$ cat src/sic_pkg.sv
// constants, types and state record for the supply input conditioning block
package sic_pkg;

  // ****************************************************
  // timing
  // ****************************************************
  localparam int CLK_HZ      = 40_000_000;
  localparam int TICK_NS     = 1000;
  localparam int TICK_CYC    = (CLK_HZ / 1_000_000) * TICK_NS / 1000;
  localparam int FILT_MAX_US = 100;
  localparam int PW_MAX_US   = 100;
  localparam int OCLK_HZ     = 100_000;
  localparam int OCLK_HALF   = CLK_HZ / (2 * OCLK_HZ);

  // ****************************************************
  // sizes
  // ****************************************************
  localparam int N_IN   = 10;
  localparam int N_VX   = 5;
  localparam int N_FLT  = 25;
  localparam int N_PDO  = 10;
  localparam int N_HD   = 6;
  localparam int N_SYNC = 26;

  // ****************************************************
  // register map (byte addresses)
  // ****************************************************
  localparam logic [7:0] A_CTRL   = 8'h00;
  localparam logic [7:0] A_STAT   = 8'h04;
  localparam logic [7:0] A_INCFG  = 8'h40;
  localparam logic [7:0] A_PWID   = 8'h80;
  localparam logic [7:0] A_OUTCFG = 8'hC0;

  // input config fields
  localparam int F_UV = 0;
  localparam int F_OV = 8;
  localparam int F_HY = 16;
  localparam int F_FT = 21;
  localparam int F_LG = 28;
  localparam int F_ED = 29;
  localparam int F_PD = 30;
  // output config fields
  localparam int F_OM = 0;
  localparam int F_OS = 4;
  localparam int F_OB = 8;

  localparam logic [31:0] CFG_RST = 32'h0000_0000;
  localparam logic [1:0]  R_OKAY  = 2'h0;
  localparam logic [1:0]  R_SLV   = 2'h2;

  typedef enum logic [2:0] {
    PM_OD, PM_WPU_VDD, PM_SPU_VDD, PM_WPU_VP,
    PM_SPU_VP, PM_SPD, PM_HD
  } pmode_e;

  typedef enum logic [1:0] {SRC_SE, SRC_BUS, SRC_CLK} src_e;

  typedef struct packed {
    logic [N_SYNC-1:0]      s1;
    logic [N_SYNC-1:0]      s2;
    logic [N_FLT-1:0]       fo;
    logic [N_FLT-1:0][6:0]  fc;
    logic [5:0]             tk;
    logic                   tick;
    logic [7:0]             ck;
    logic                   clk100;
    logic [N_VX-1:0]        fe;
    logic [N_VX-1:0][6:0]   pc;
    logic [N_VX-1:0]        lo;
    logic [N_IN-1:0]        flt;
    logic [N_VX-1:0]        wrn;
    logic                   wany;
    logic [N_IN-1:0][7:0]   uvt;
    logic [N_IN-1:0][7:0]   ovt;
    logic [N_IN-1:0][31:0]  icfg;
    logic [N_VX-1:0][6:0]   pw;
    logic [N_PDO-1:0][8:0]  ocfg;
    logic                   ctl;
    logic                   act;
    pmode_e [N_PDO-1:0]     pm;
    logic [N_PDO-1:0]       pdat;
    logic [N_VX-1:0]        pd;
    logic [7:0]             awa;
    logic                   awh;
    logic [31:0]            wd;
    logic [3:0]             ws;
    logic                   wh;
    logic                   bv;
    logic [1:0]             br;
    logic                   rv;
    logic [31:0]            rd;
    logic [1:0]             rr;
  } st_s;

endpackage

$ cat src/supply_input_conditioning.sv
// supply input conditioning and output source selection with AXI4-Lite regs
//
// Overview of operation
// [RULE1] uv fault stays set until input exceeds uv threshold plus hysteresis
// [RULE2] ov fault stays set until input falls below ov threshold less hyst
// [RULE3] hysteresis is a 5-bit code, at most 31, on the threshold scale
// [RULE4] every detector ends in a glitch filter after the hysteresis
// [RULE5] filter timeout per input is programmable from 0 to 100 us
// [RULE6] pulses shorter than the timeout vanish, longer ones pass
// [RULE7] passed transitions come out delayed by the timeout
// [RULE8] software should give the first positive input a nonzero filter
// [RULE9] dual inputs as fault detectors have one low input range
// [RULE10] logic-mode dual input lends its detector to the paired input
// [RULE11] secondary detectors share the primary range and flag warnings
// [RULE12] warnings are readable in status and ORed to the engine
// [RULE13] logic inputs detect level or edge and feed the engine
// [RULE14] level mode outputs a copy of the filtered input
// [RULE15] edge mode emits one pulse per transition, width 0 to 100 us
// [RULE16] logic inputs use the same glitch filter as fault detectors
// [RULE17] logic inputs have a selectable weak pull-down
// [RULE18] outputs pick one of seven drive modes, high drive on 1-6 only
// [RULE19] output data comes from engine, bus bit or on-chip clock
// [RULE20] a 100 kHz on-chip clock may be routed to any output
// [RULE21] all configuration resets to zero, outputs weakly pulled low
// [RULE22] outputs follow configuration only after supply ok and latch
// [RULE23] thresholds are 8-bit codes on the range scale
// [RULE24] a dual input in fault mode is not a logic input, and back
// [RULE25] filter and pulse timers count 1 us oscillator ticks
// [RULE26] hysteresis picks raw or adjusted threshold by fault state
`timescale 1ns/1ps

module supply_input_conditioning (
  input  wire logic                  i_sys_clk,
  input  wire logic                  i_arst_n,
  input  wire logic                  i_awvalid,
  output logic                       o_awready,
  input  wire logic [7:0]            i_awaddr,
  input  wire logic                  i_wvalid,
  output logic                       o_wready,
  input  wire logic [31:0]           i_wdata,
  input  wire logic [3:0]            i_wstrb,
  output logic                       o_bvalid,
  input  wire logic                  i_bready,
  output logic [1:0]                 o_bresp,
  input  wire logic                  i_arvalid,
  output logic                       o_arready,
  input  wire logic [7:0]            i_araddr,
  output logic                       o_rvalid,
  input  wire logic                  i_rready,
  output logic [31:0]                o_rdata,
  output logic [1:0]                 o_rresp,
  input  wire logic [9:0]            i_uv_cmp,
  input  wire logic [9:0]            i_ov_cmp,
  input  wire logic [4:0]            i_vx_pin,
  input  wire logic                  i_supply_ok,
  input  wire logic [9:0]            i_se_data,
  output logic [9:0][7:0]            o_uv_thr,
  output logic [9:0][7:0]            o_ov_thr,
  output logic [9:0]                 o_fault,
  output logic [4:0]                 o_warn,
  output logic                       o_warn_any,
  output logic [4:0]                 o_logic,
  output logic [4:0]                 o_vx_pd,
  output logic [9:0][2:0]            o_pdo_mode,
  output logic [9:0]                 o_pdo_data
);

  // ****************************************************
  // helpers
  // ****************************************************
  function automatic logic [4:0] hit(
    input logic [7:0] a,
    input logic [7:0] b,
    input int         n
  );
    logic [5:0] o;
    o = a[7:2] - b[7:2];
    hit = {(a >= b) && (int'(o) < n), o[3:0]};
  endfunction

  function automatic logic [31:0] merge(
    input logic [31:0] old,
    input logic [31:0] nw,
    input logic [3:0]  st
  );
    logic [31:0] r;
    r = old;
    for (int b = 0; b < 4; b++) begin
      if (st[b]) begin
        r[b*8 +: 8] = nw[b*8 +: 8];
      end
    end
    merge = r;
  endfunction

  // timeout clamps at the documented maximum
  function automatic logic [6:0] lim(input logic [31:0] c);
    logic [6:0] t;
    t = c[sic_pkg::F_FT +: 7];
    lim = (t > 7'(sic_pkg::FILT_MAX_US)) ?
          7'(sic_pkg::FILT_MAX_US) : t;
  endfunction

  function automatic logic [7:0] sadd(
    input logic [7:0] u,
    input logic [4:0] h
  );
    logic [8:0] s;
    s = {1'b0, u} + {4'h0, h};
    sadd = s[8] ? 8'hFF : s[7:0];
  endfunction

  function automatic logic [7:0] ssub(
    input logic [7:0] u,
    input logic [4:0] h
  );
    ssub = (u < {3'h0, h}) ? 8'h00 : u - {3'h0, h};
  endfunction

  // filter f: 0-9 uv, 10-19 ov, 20-24 logic of dual inputs
  function automatic int cix(input int f);
    cix = (f < 10) ? f : ((f < 20) ? f - 10 : f - 15);
  endfunction

  sic_pkg::st_s q;
  sic_pkg::st_s d;

  // ****************************************************
  // next state
  // ****************************************************
  always_comb begin
    logic [6:0]  lm;
    logic [4:0]  h;
    logic [31:0] w;
    logic [2:0]  m;
    logic        a;
    logic        lg;
    lm = 7'h00;
    h  = 5'h00;
    w  = 32'h0000_0000;
    m  = 3'h0;
    a  = 1'b0;
    lg = 1'b0;
    d  = q;

    d.s1 = {i_supply_ok, i_vx_pin, i_ov_cmp, i_uv_cmp};
    d.s2 = q.s1;

    // 1 us tick; coarse enough for 100 us with 7-bit counters
    d.tick = 1'b0;
    if (q.tk == 6'(sic_pkg::TICK_CYC - 1)) begin // RULE25
      d.tk   = 6'h00;
      d.tick = 1'b1;
    end else begin
      d.tk = q.tk + 6'h01;
    end

    if (q.ck == 8'(sic_pkg::OCLK_HALF - 1)) begin // RULE20
      d.ck     = 8'h00;
      d.clk100 = ~q.clk100;
    end else begin
      d.ck = q.ck + 8'h01;
    end

    // glitch filters: output moves only after the input held
    // its new level for the whole timeout
    for (int f = 0; f < sic_pkg::N_FLT; f++) begin // RULE4 RULE16
      lm = lim(q.icfg[cix(f)]); // RULE5
      if (q.s2[f] == q.fo[f]) begin
        d.fc[f] = 7'h00; // RULE6
      end else if (lm == 7'h00) begin
        d.fo[f] = q.s2[f]; // RULE5
      end else if (q.tick) begin
        if (q.fc[f] >= lm) begin
          d.fo[f] = q.s2[f]; // RULE7
          d.fc[f] = 7'h00;
        end else begin
          d.fc[f] = q.fc[f] + 7'h01;
        end
      end
    end

    // logic inputs
    for (int k = 0; k < sic_pkg::N_VX; k++) begin // RULE13
      lg      = q.icfg[5+k][sic_pkg::F_LG];
      d.fe[k] = q.fo[20+k];
      if (!lg) begin
        d.lo[k] = 1'b0; // RULE24
      end else if (!q.icfg[5+k][sic_pkg::F_ED]) begin
        d.lo[k] = q.fo[20+k]; // RULE14
      end else if (q.fo[20+k] != q.fe[k]) begin
        d.lo[k] = 1'b1; // RULE15
        d.pc[k] = 7'h00;
      end else if (q.lo[k]) begin
        if (q.pw[k] == 7'h00) begin
          d.lo[k] = 1'b0;
        end else if (q.tick) begin
          if (q.pc[k] >= q.pw[k]) begin
            d.lo[k] = 1'b0;
          end else begin
            d.pc[k] = q.pc[k] + 7'h01;
          end
        end
      end
      d.pd[k] = lg & q.icfg[5+k][sic_pkg::F_PD]; // RULE17
    end

    // faults and warnings
    for (int c = 0; c < sic_pkg::N_IN; c++) begin
      a = q.fo[c] | q.fo[10+c];
      if (c < sic_pkg::N_VX) begin
        d.flt[c] = a;
      end else begin
        lg           = q.icfg[c][sic_pkg::F_LG];
        d.flt[c]     = a & ~lg; // RULE24
        d.wrn[c-5]   = a & lg; // RULE10 RULE11
      end
    end
    d.wany = |d.wrn; // RULE12

    // threshold codes to the comparators; dual inputs in
    // fault mode only ever see the low range scale
    for (int c = 0; c < sic_pkg::N_IN; c++) begin // RULE9 RULE23
      d.uvt[c] = q.fo[c] ? // RULE26
                 sadd(q.icfg[c][sic_pkg::F_UV +: 8],
                      q.icfg[c][sic_pkg::F_HY +: 5]) : // RULE1 RULE3
                 q.icfg[c][sic_pkg::F_UV +: 8];
      d.ovt[c] = q.fo[10+c] ?
                 ssub(q.icfg[c][sic_pkg::F_OV +: 8],
                      q.icfg[c][sic_pkg::F_HY +: 5]) : // RULE2
                 q.icfg[c][sic_pkg::F_OV +: 8];
    end

    // output drivers
    d.act = q.ctl & q.s2[25]; // RULE22
    for (int j = 0; j < sic_pkg::N_PDO; j++) begin
      m = q.ocfg[j][sic_pkg::F_OM +: 3];
      if (!d.act || (m > 3'h6) ||
          ((m == 3'h6) && (j >= sic_pkg::N_HD))) begin // RULE18
        m = 3'h0; // RULE21
      end
      d.pm[j] = sic_pkg::pmode_e'(m);
      case (sic_pkg::src_e'(q.ocfg[j][sic_pkg::F_OS +: 2])) // RULE19
        sic_pkg::SRC_SE: begin
          d.pdat[j] = i_se_data[j];
        end
        sic_pkg::SRC_BUS: begin
          d.pdat[j] = q.ocfg[j][sic_pkg::F_OB];
        end
        sic_pkg::SRC_CLK: begin
          d.pdat[j] = d.clk100;
        end
        default: begin
          d.pdat[j] = 1'b0;
        end
      endcase
      if (!d.act) begin
        d.pdat[j] = 1'b0;
      end
    end

    // ****************************************************
    // bus write: address and data taken in either order
    // ****************************************************
    if (i_awvalid && !q.awh && !q.bv) begin
      d.awh = 1'b1;
      d.awa = i_awaddr;
    end
    if (i_wvalid && !q.wh && !q.bv) begin
      d.wh = 1'b1;
      d.wd = i_wdata;
      d.ws = i_wstrb;
    end
    if (q.bv && i_bready) begin
      d.bv = 1'b0;
    end
    if (q.awh && q.wh) begin
      d.awh = 1'b0;
      d.wh  = 1'b0;
      d.bv  = 1'b1;
      d.br  = sic_pkg::R_SLV;
      if (q.awa[7:2] == sic_pkg::A_CTRL[7:2]) begin
        w     = merge({31'h0, q.ctl}, q.wd, q.ws);
        d.ctl = w[0];
        d.br  = sic_pkg::R_OKAY;
      end
      h = hit(q.awa, sic_pkg::A_INCFG, sic_pkg::N_IN);
      if (h[4]) begin
        d.icfg[h[3:0]] = merge(q.icfg[h[3:0]], q.wd, q.ws);
        d.br           = sic_pkg::R_OKAY;
      end
      h = hit(q.awa, sic_pkg::A_PWID, sic_pkg::N_VX);
      if (h[4]) begin
        w = merge({25'h0, q.pw[h[3:0]]}, q.wd, q.ws);
        d.pw[h[3:0]] = (w[6:0] > 7'(sic_pkg::PW_MAX_US)) ?
                       7'(sic_pkg::PW_MAX_US) : w[6:0];
        d.br = sic_pkg::R_OKAY;
      end
      h = hit(q.awa, sic_pkg::A_OUTCFG, sic_pkg::N_PDO);
      if (h[4]) begin
        w = merge({23'h0, q.ocfg[h[3:0]]}, q.wd, q.ws);
        d.ocfg[h[3:0]] = w[8:0];
        d.br           = sic_pkg::R_OKAY;
      end
    end

    // ****************************************************
    // bus read
    // ****************************************************
    if (q.rv && i_rready) begin
      d.rv = 1'b0;
    end
    if (i_arvalid && !q.rv) begin
      d.rv = 1'b1;
      d.rr = sic_pkg::R_SLV;
      d.rd = 32'h0000_0000;
      if (i_araddr[7:2] == sic_pkg::A_CTRL[7:2]) begin
        d.rd = {31'h0, q.ctl};
        d.rr = sic_pkg::R_OKAY;
      end
      if (i_araddr[7:2] == sic_pkg::A_STAT[7:2]) begin
        d.rd = {10'h000, q.act, q.wany, q.lo, q.wrn, q.flt}; // RULE12
        d.rr = sic_pkg::R_OKAY;
      end
      h = hit(i_araddr, sic_pkg::A_INCFG, sic_pkg::N_IN);
      if (h[4]) begin
        d.rd = q.icfg[h[3:0]];
        d.rr = sic_pkg::R_OKAY;
      end
      h = hit(i_araddr, sic_pkg::A_PWID, sic_pkg::N_VX);
      if (h[4]) begin
        d.rd = {25'h0, q.pw[h[3:0]]};
        d.rr = sic_pkg::R_OKAY;
      end
      h = hit(i_araddr, sic_pkg::A_OUTCFG, sic_pkg::N_PDO);
      if (h[4]) begin
        d.rd = {23'h0, q.ocfg[h[3:0]]};
        d.rr = sic_pkg::R_OKAY;
      end
    end
  end

  always_ff @(posedge i_sys_clk or negedge i_arst_n) begin
    if (!i_arst_n) begin
      q <= '0; // RULE21
    end else begin
      q <= d;
    end
  end

  // ****************************************************
  // outputs
  // ****************************************************
  assign o_awready  = ~q.awh & ~q.bv;
  assign o_wready   = ~q.wh & ~q.bv;
  assign o_bvalid   = q.bv;
  assign o_bresp    = q.br;
  assign o_arready  = ~q.rv;
  assign o_rvalid   = q.rv;
  assign o_rdata    = q.rd;
  assign o_rresp    = q.rr;
  assign o_uv_thr   = q.uvt;
  assign o_ov_thr   = q.ovt;
  assign o_fault    = q.flt;
  assign o_warn     = q.wrn;
  assign o_warn_any = q.wany;
  assign o_logic    = q.lo;
  assign o_vx_pd    = q.pd;
  assign o_pdo_mode = q.pm;
  assign o_pdo_data = q.pdat;
endmodule

$ cat config.mk
export PLATFORM = sky130hd
export DESIGN_NAME = supply_input_conditioning
export DESIGN_NICKNAME = d
export VERILOG_FILES = /design/src/sic_pkg.sv /design/src/supply_input_conditioning.sv
export SDC_FILE = /design/constraint.sdc
export NUM_CORES = 2
export LEC_CHECK = 0
export ABC_AREA = 0
export BUFFER_PORTS_ARGS = -buffer_cell sky130_fd_sc_hd__buf_4
export CAP_MARGIN = 40
export CORE_UTILIZATION = 40
export DETAILED_ROUTE_END_ITERATION = 7
export PLACE_DENSITY = 0.6
export SLEW_MARGIN = 20
export SYNTH_ARGS = -nofsm -noshare
export SYNTH_HDL_FRONTEND = slang
export SYNTH_SLANG_ARGS = --single-unit
$ cat constraint.sdc
create_clock -name i_sys_clk -period 2.5 [get_ports i_sys_clk]
set_input_delay 0.125 -clock i_sys_clk [delete_from_list [all_inputs] [get_ports i_sys_clk]]
set_output_delay 0.125 -clock i_sys_clk [all_outputs]
set_load 0.01 [all_outputs]
## Yosys cells after proc, flatten, opt, wreduce, memory -nomap -nowiden

Index checks and enable logic that the tools add are counted.

- Magnitude comparators: 82
- Shifts and indexed selects: 0
- Equality and inequality tests: 92
- Bitwise gates (word level): 63
- Mux-type cells: 378
- Multiply operators: 0
- Divide/modulo/power cells: 0
- Add/subtract/negate cells: 58
- Reduce and logical (&&, ||, !) cells: 197

Operator list:

| operator | number |
|---|---|
| $mux 7 | 142 |
| $mux 8 | 56 |
| $bwmux 320 | 1 |
| $bmux 32 s4 | 2 |
| $add 7x1->7 const B | 30 |
| $ge 7x7->1 | 30 |
| $reduce_bool 2->1 | 74 |
| $mux 34 | 4 |
| $mux 1 | 130 |
| $demux 32 s4 | 1 |
| $logic_not 7->1 | 15 |
| $mux 32 | 3 |
| $add 8x5->9 | 10 |
| $bwmux 90 | 1 |
| $lt 8x5->1 | 10 |
| $sub 8x5->8 | 10 |
| $reduce_and 3->1 | 26 |
| $gt 7x7->1 const B | 11 |
| $bmux 9 s4 | 2 |
| $reduce_and 2->1 | 28 |
| $ne 2x2->1 const B | 26 |
| $bmux 7 s3 | 2 |
| $demux 9 s4 | 1 |
| $bwmux 35 | 1 |
| other kinds (39) | 254 |

- Memory bits (read-only): 0
- Bits in latches: 0
- Flip-flop bits (word level): 1065
- Memories: 0
- Output and inout bits: 267
- Word-level logic and storage cells: 1005
- Bits of input ports: 95
- Bits in writable memories: 0

## Longest topological paths before layout

- Depth in word-level cells: 9
- Gate-level depth with buffers: 12

## Least setup slack after synthesis

No wires, ideal clock.

- Kind: register to register
- From: reg q[538] (netlist bit)
- To: reg q[941] (netlist bit)
- Clock period less this slack: 2514 ps
- Stages on the path, launching flop included: 12
- Slack: -14 ps
- Arrival time: 2410 ps
- Path buffers: 1
- Cell sequence: dfrtp_1 > buf_2 > nand2_1 > a21oi_1 > nor2b_1 > ha_1 > nand2b_1 > a21o_1 > a211o_1 > a211oi_2 > nand2_1 > o311ai_1

- Word-level cells in the longest chain between the ends: 7
- Elaborated cells between the ends (all ways): 10
- Classes of those cells: order compare (2); eq/ne (1); mux (5); reduce/logical (2)

Ends and longest elaborated chain:

| what | line | RTL |
|---|---|---|
| from (decl) | supply_input_conditioning.sv:125 | `sic_pkg::st_s q;` |
| from (signal assigned) | supply_input_conditioning.sv:345 | `q <= '0;` |
| from (signal assigned) | supply_input_conditioning.sv:347 | `q <= d;` |
| $gt 7x7->1 | supply_input_conditioning.sv:100 | `lim = (t > 7'(sic_pkg::FILT_MAX_US)) ?` |
| $mux 7 * | supply_input_conditioning.sv:100 |  |
| $ge 7x7->1 | supply_input_conditioning.sv:174 | `if (q.fc[f] >= lm) begin` |
| $mux 7 | supply_input_conditioning.sv:174 |  |
| $mux 7 | supply_input_conditioning.sv:173 | `end else if (q.tick) begin` |
| $mux 7 | supply_input_conditioning.sv:171 | `end else if (lm == 7'h00) begin` |
| $mux 7 | supply_input_conditioning.sv:169 | `if (q.s2[f] == q.fo[f]) begin` |

Every way passes the cells marked *; elsewhere a longest branch is shown, timed or not. The select of a mux whose other input is x is not followed.
A chain may end at the register's enable or synchronous reset.

## Final worst setup path

- From: reg q[470] (netlist bit)
- To: reg q[964] (netlist bit)

Same word-level chain as after synthesis.

==> out/results.ini <==
[run_status]
status=complete, no violations

[sta]
setup_tns_ns=0
worst_slew_pin_slew_ns=0.856
period_needed_ns=2.49
setup_viol=0
finalHoldViolCount=0
fmax_mhz=401
relSlewSlack_pct=42.9
maxSlewViolCount=0
rsz0062_at_grt=true
finClkSkew_ns=0.0328
period_share_pct=99.7

[placed_design]
gp_congestion=0.970
dpl_cell_area_mm2=0.0674
place_hpwl_mm=157
numPortBuffers=355

[routing]
drtIter0Drc=4209
wirelength_mm=207
drc_errors=0
via_count=49600
dr.pass1.iters=6
wl_per_cell_um=23.3
final_antenna_net_count=0
routed_via_density=5.59

[floorplanning]
dieArea_mm2=0.154
die_h_um=393
rows=143
initial_core_util_pct=40.2
ios=362
die_w_um=393
core-area_mm2=0.152

[layout]
drive_above_1_share_pct=23.1
layout.cells.most_common_list=dfrtp_1 (1051), nand2_1 (813), buf_4 (766)
fin_area_mm2=0.0737
multi_input_area_mm2=0.0310
fillerInstances=13900
final_nets=7161
regArea_mm2=0.0266
area_delta_synth_final_pct=20.6
final_util_pct=48.5
final_common_cell=dfrtp_1

[synth]
synth_area_leader_cell=dfrtp_1
synth_top_area_share_pct=43.4
synth_warnings=0
synthCells=6160
synth-seq-cells=1061
synth-edff-count=0
post_synth.cell_area_avg_um2=9.92
synthArstFlopShare_pct=100
netlist_area_mm2=0.0611
ys_seq_area_share_pct=43.4
synthTopCellsByArea=dfrtp_1 (43%), mux4_2 (6.5%), ha_1 (6.5%)
synthFlopType=dfrtp_1
synth_cell_types=105

[hold_path]
worstHoldPathType=input pin to flip-flop
hold_path_startpoint=i_vx_pin[4]
hold_path_depth=2
min_to=d[1037]

[grt]
grt_pass1_vias=47200
grt-ovfl-total=0
grt_start_max_net_pins=98
antenna_found_initial=7
grt_pass1_wl_mm=306
grt_util_all_layers_pct=26.4

[critical_path]
r2r_cells=11
crit_path_max_fanout=4
rr_startpoint=q[470]
critical_path.cell_chain=o21ai_2, a21oi_4, nor2b_4, ha_4, nand2b_4, a21o_1, a211o_1, a211oi_2, buf_4, a21oi_2, o22ai_1
crit_arrival_ns=3.15
cpPeakStageDelay_ns=0.39
r2r_slack_ns=0.008
r2r-end=q[964]
worstSetupStartpointType=flip-flop
critPathKind=flip-flop to flip-flop
cp.required_ns=3.16
worst_setup_path_end_kind=flip-flop
worst_path_max_delay_cell=dfrtp_1

[clock_tree]
cts_tree=done
insertion_delay_ns=0.77
numClockSinks=1061
cts_max_level=3
cts.clk_slew.worst_paths_ns=0.06
clockBufferDepth=3
cts_made_buffers=120
cts_root_buf=clkbuf_16

[run]
drv_cap=0

[pwr]
p_total_mw=79.1
p_per_area_mw_per_mm2=1070
leakage_nw=32.9
ir_drop_mv=0.685

[synthesized netlist by cell type, types with 61 or more instances]
cell type and count:
dfrtp_1 1061, nand2_1 830, nor2_1 402, o21ai_1 344, o21ai_0 330, ha_1 317
inv_1 304, buf_4 281, a21oi_1 244, mux4_2 177, nand3_1 173, mux2i_1 150
mux2_2 149, clkbuf_1 141, xnor2_1 103, nand2b_1 81, a31oi_1 69, nor3_1 67
buf_2 61
[stage by stage]
step / hold slack [ns] / cells / setup WS (ns)
3_3_place_gp: 0.123 / 8497 / -0.126
4_1_cts: 0.00464 / 8849 / 0.00260
5_1_grt: 0.0270 / 8864 / -0.144
2_1_floorplan: -0.171 / 6161 / -0.000483
3_5_place_dp: 0.112 / 8498 / -0.138
6_report: 0.0392 / 8866 / 0.00802
[cell type report]
type | count | area share [%]
inverters | 308 | 1.57
diodes | 2 | 0.00679
multi-input cells | 4284 | 42.0
clock inverters | 67 | 1.17
repair buffers | 954 | 11.2
clock buffers | 160 | 4.62
flip-flops and latches | 1061 | 36.0
well taps | 2030 | 3.44
[state kept, by name, summed over array words and instances (netlist names)]
name	cells
q	768
o_ov_thr	80
o_uv_thr	80
o_rdata	32
d	31
o_pdo_mode	30
o_fault	10
o_pdo_data	10
o_logic	5
o_vx_pd	5
o_warn	5
o_bresp	1
o_bvalid	1
o_rresp	1
o_rvalid	1
o_warn_any	1
[how the worst max path moves through the flow]
stage,from,endpoint,slack (ns),cells after the start
floorplan,q[538],q[941],-0.0005,11
global placement,q[501],q[969],-0.13,11
detailed placement,q[501],q[970],-0.14,11
global route,q[470],q[927],-0.14,10
finish,q[470],q[964],0.008,11
CTS,q[533],q[945],0.003,11
[repair_timing]
item / in CTS / in global routing
endpoints found under the setup margin: 46 / 249
hold buffers: 122 / 0
setup buffers: 2 / 13
pin swaps: 12 / 86
gates resized for setup: 29 / 152
endpoints found under the hold margin: 1013 / 0
[where the power goes]
part	total [mW]	switching (mW)	internal, mW
combinational	34.6	19.4	15.2
clock	19.0	7.77	11.2
sequential	25.5	4.81	20.7
total	79.1	32.0	47.1
[cell families after synthesis]
kind of cell             Yosys count  synth area share (%)
AO/OA/AOI/OAI                   1408                  13.9
XOR/XNOR                         158                  2.26
adder cells (fa/ha/maj)          342                  7.23
buffers and inverters            816                  6.98
flip-flops                      1061                  43.4
multiplexers                     486                  11.9
other                              1               0.00613
AND/OR/NAND/NOR                 1888                  14.2
[worst max-delay path, delay by kind of cell, from the launching register on]
family                   cells  cell delay [ns]
AO/OA/AOI/OAI                7             1.23
adder cells (fa/ha/maj)      1             0.23
buffers and inverters        1             0.19
flip-flops                   1             0.39
AND/OR/NAND/NOR              2             0.34
[metal layers]
layer  track usage, %  vias to the layer above  share of wire [%]
li1                 -                    22800                  -
met2             40.5                     1875                 45
met1             36.1                    24500                 42
met4             12.8                        4                5.1
met3             4.80                      368                7.7
met5                0                        -              0.016
No activity file was read; power rests on OpenSTA's default activity.
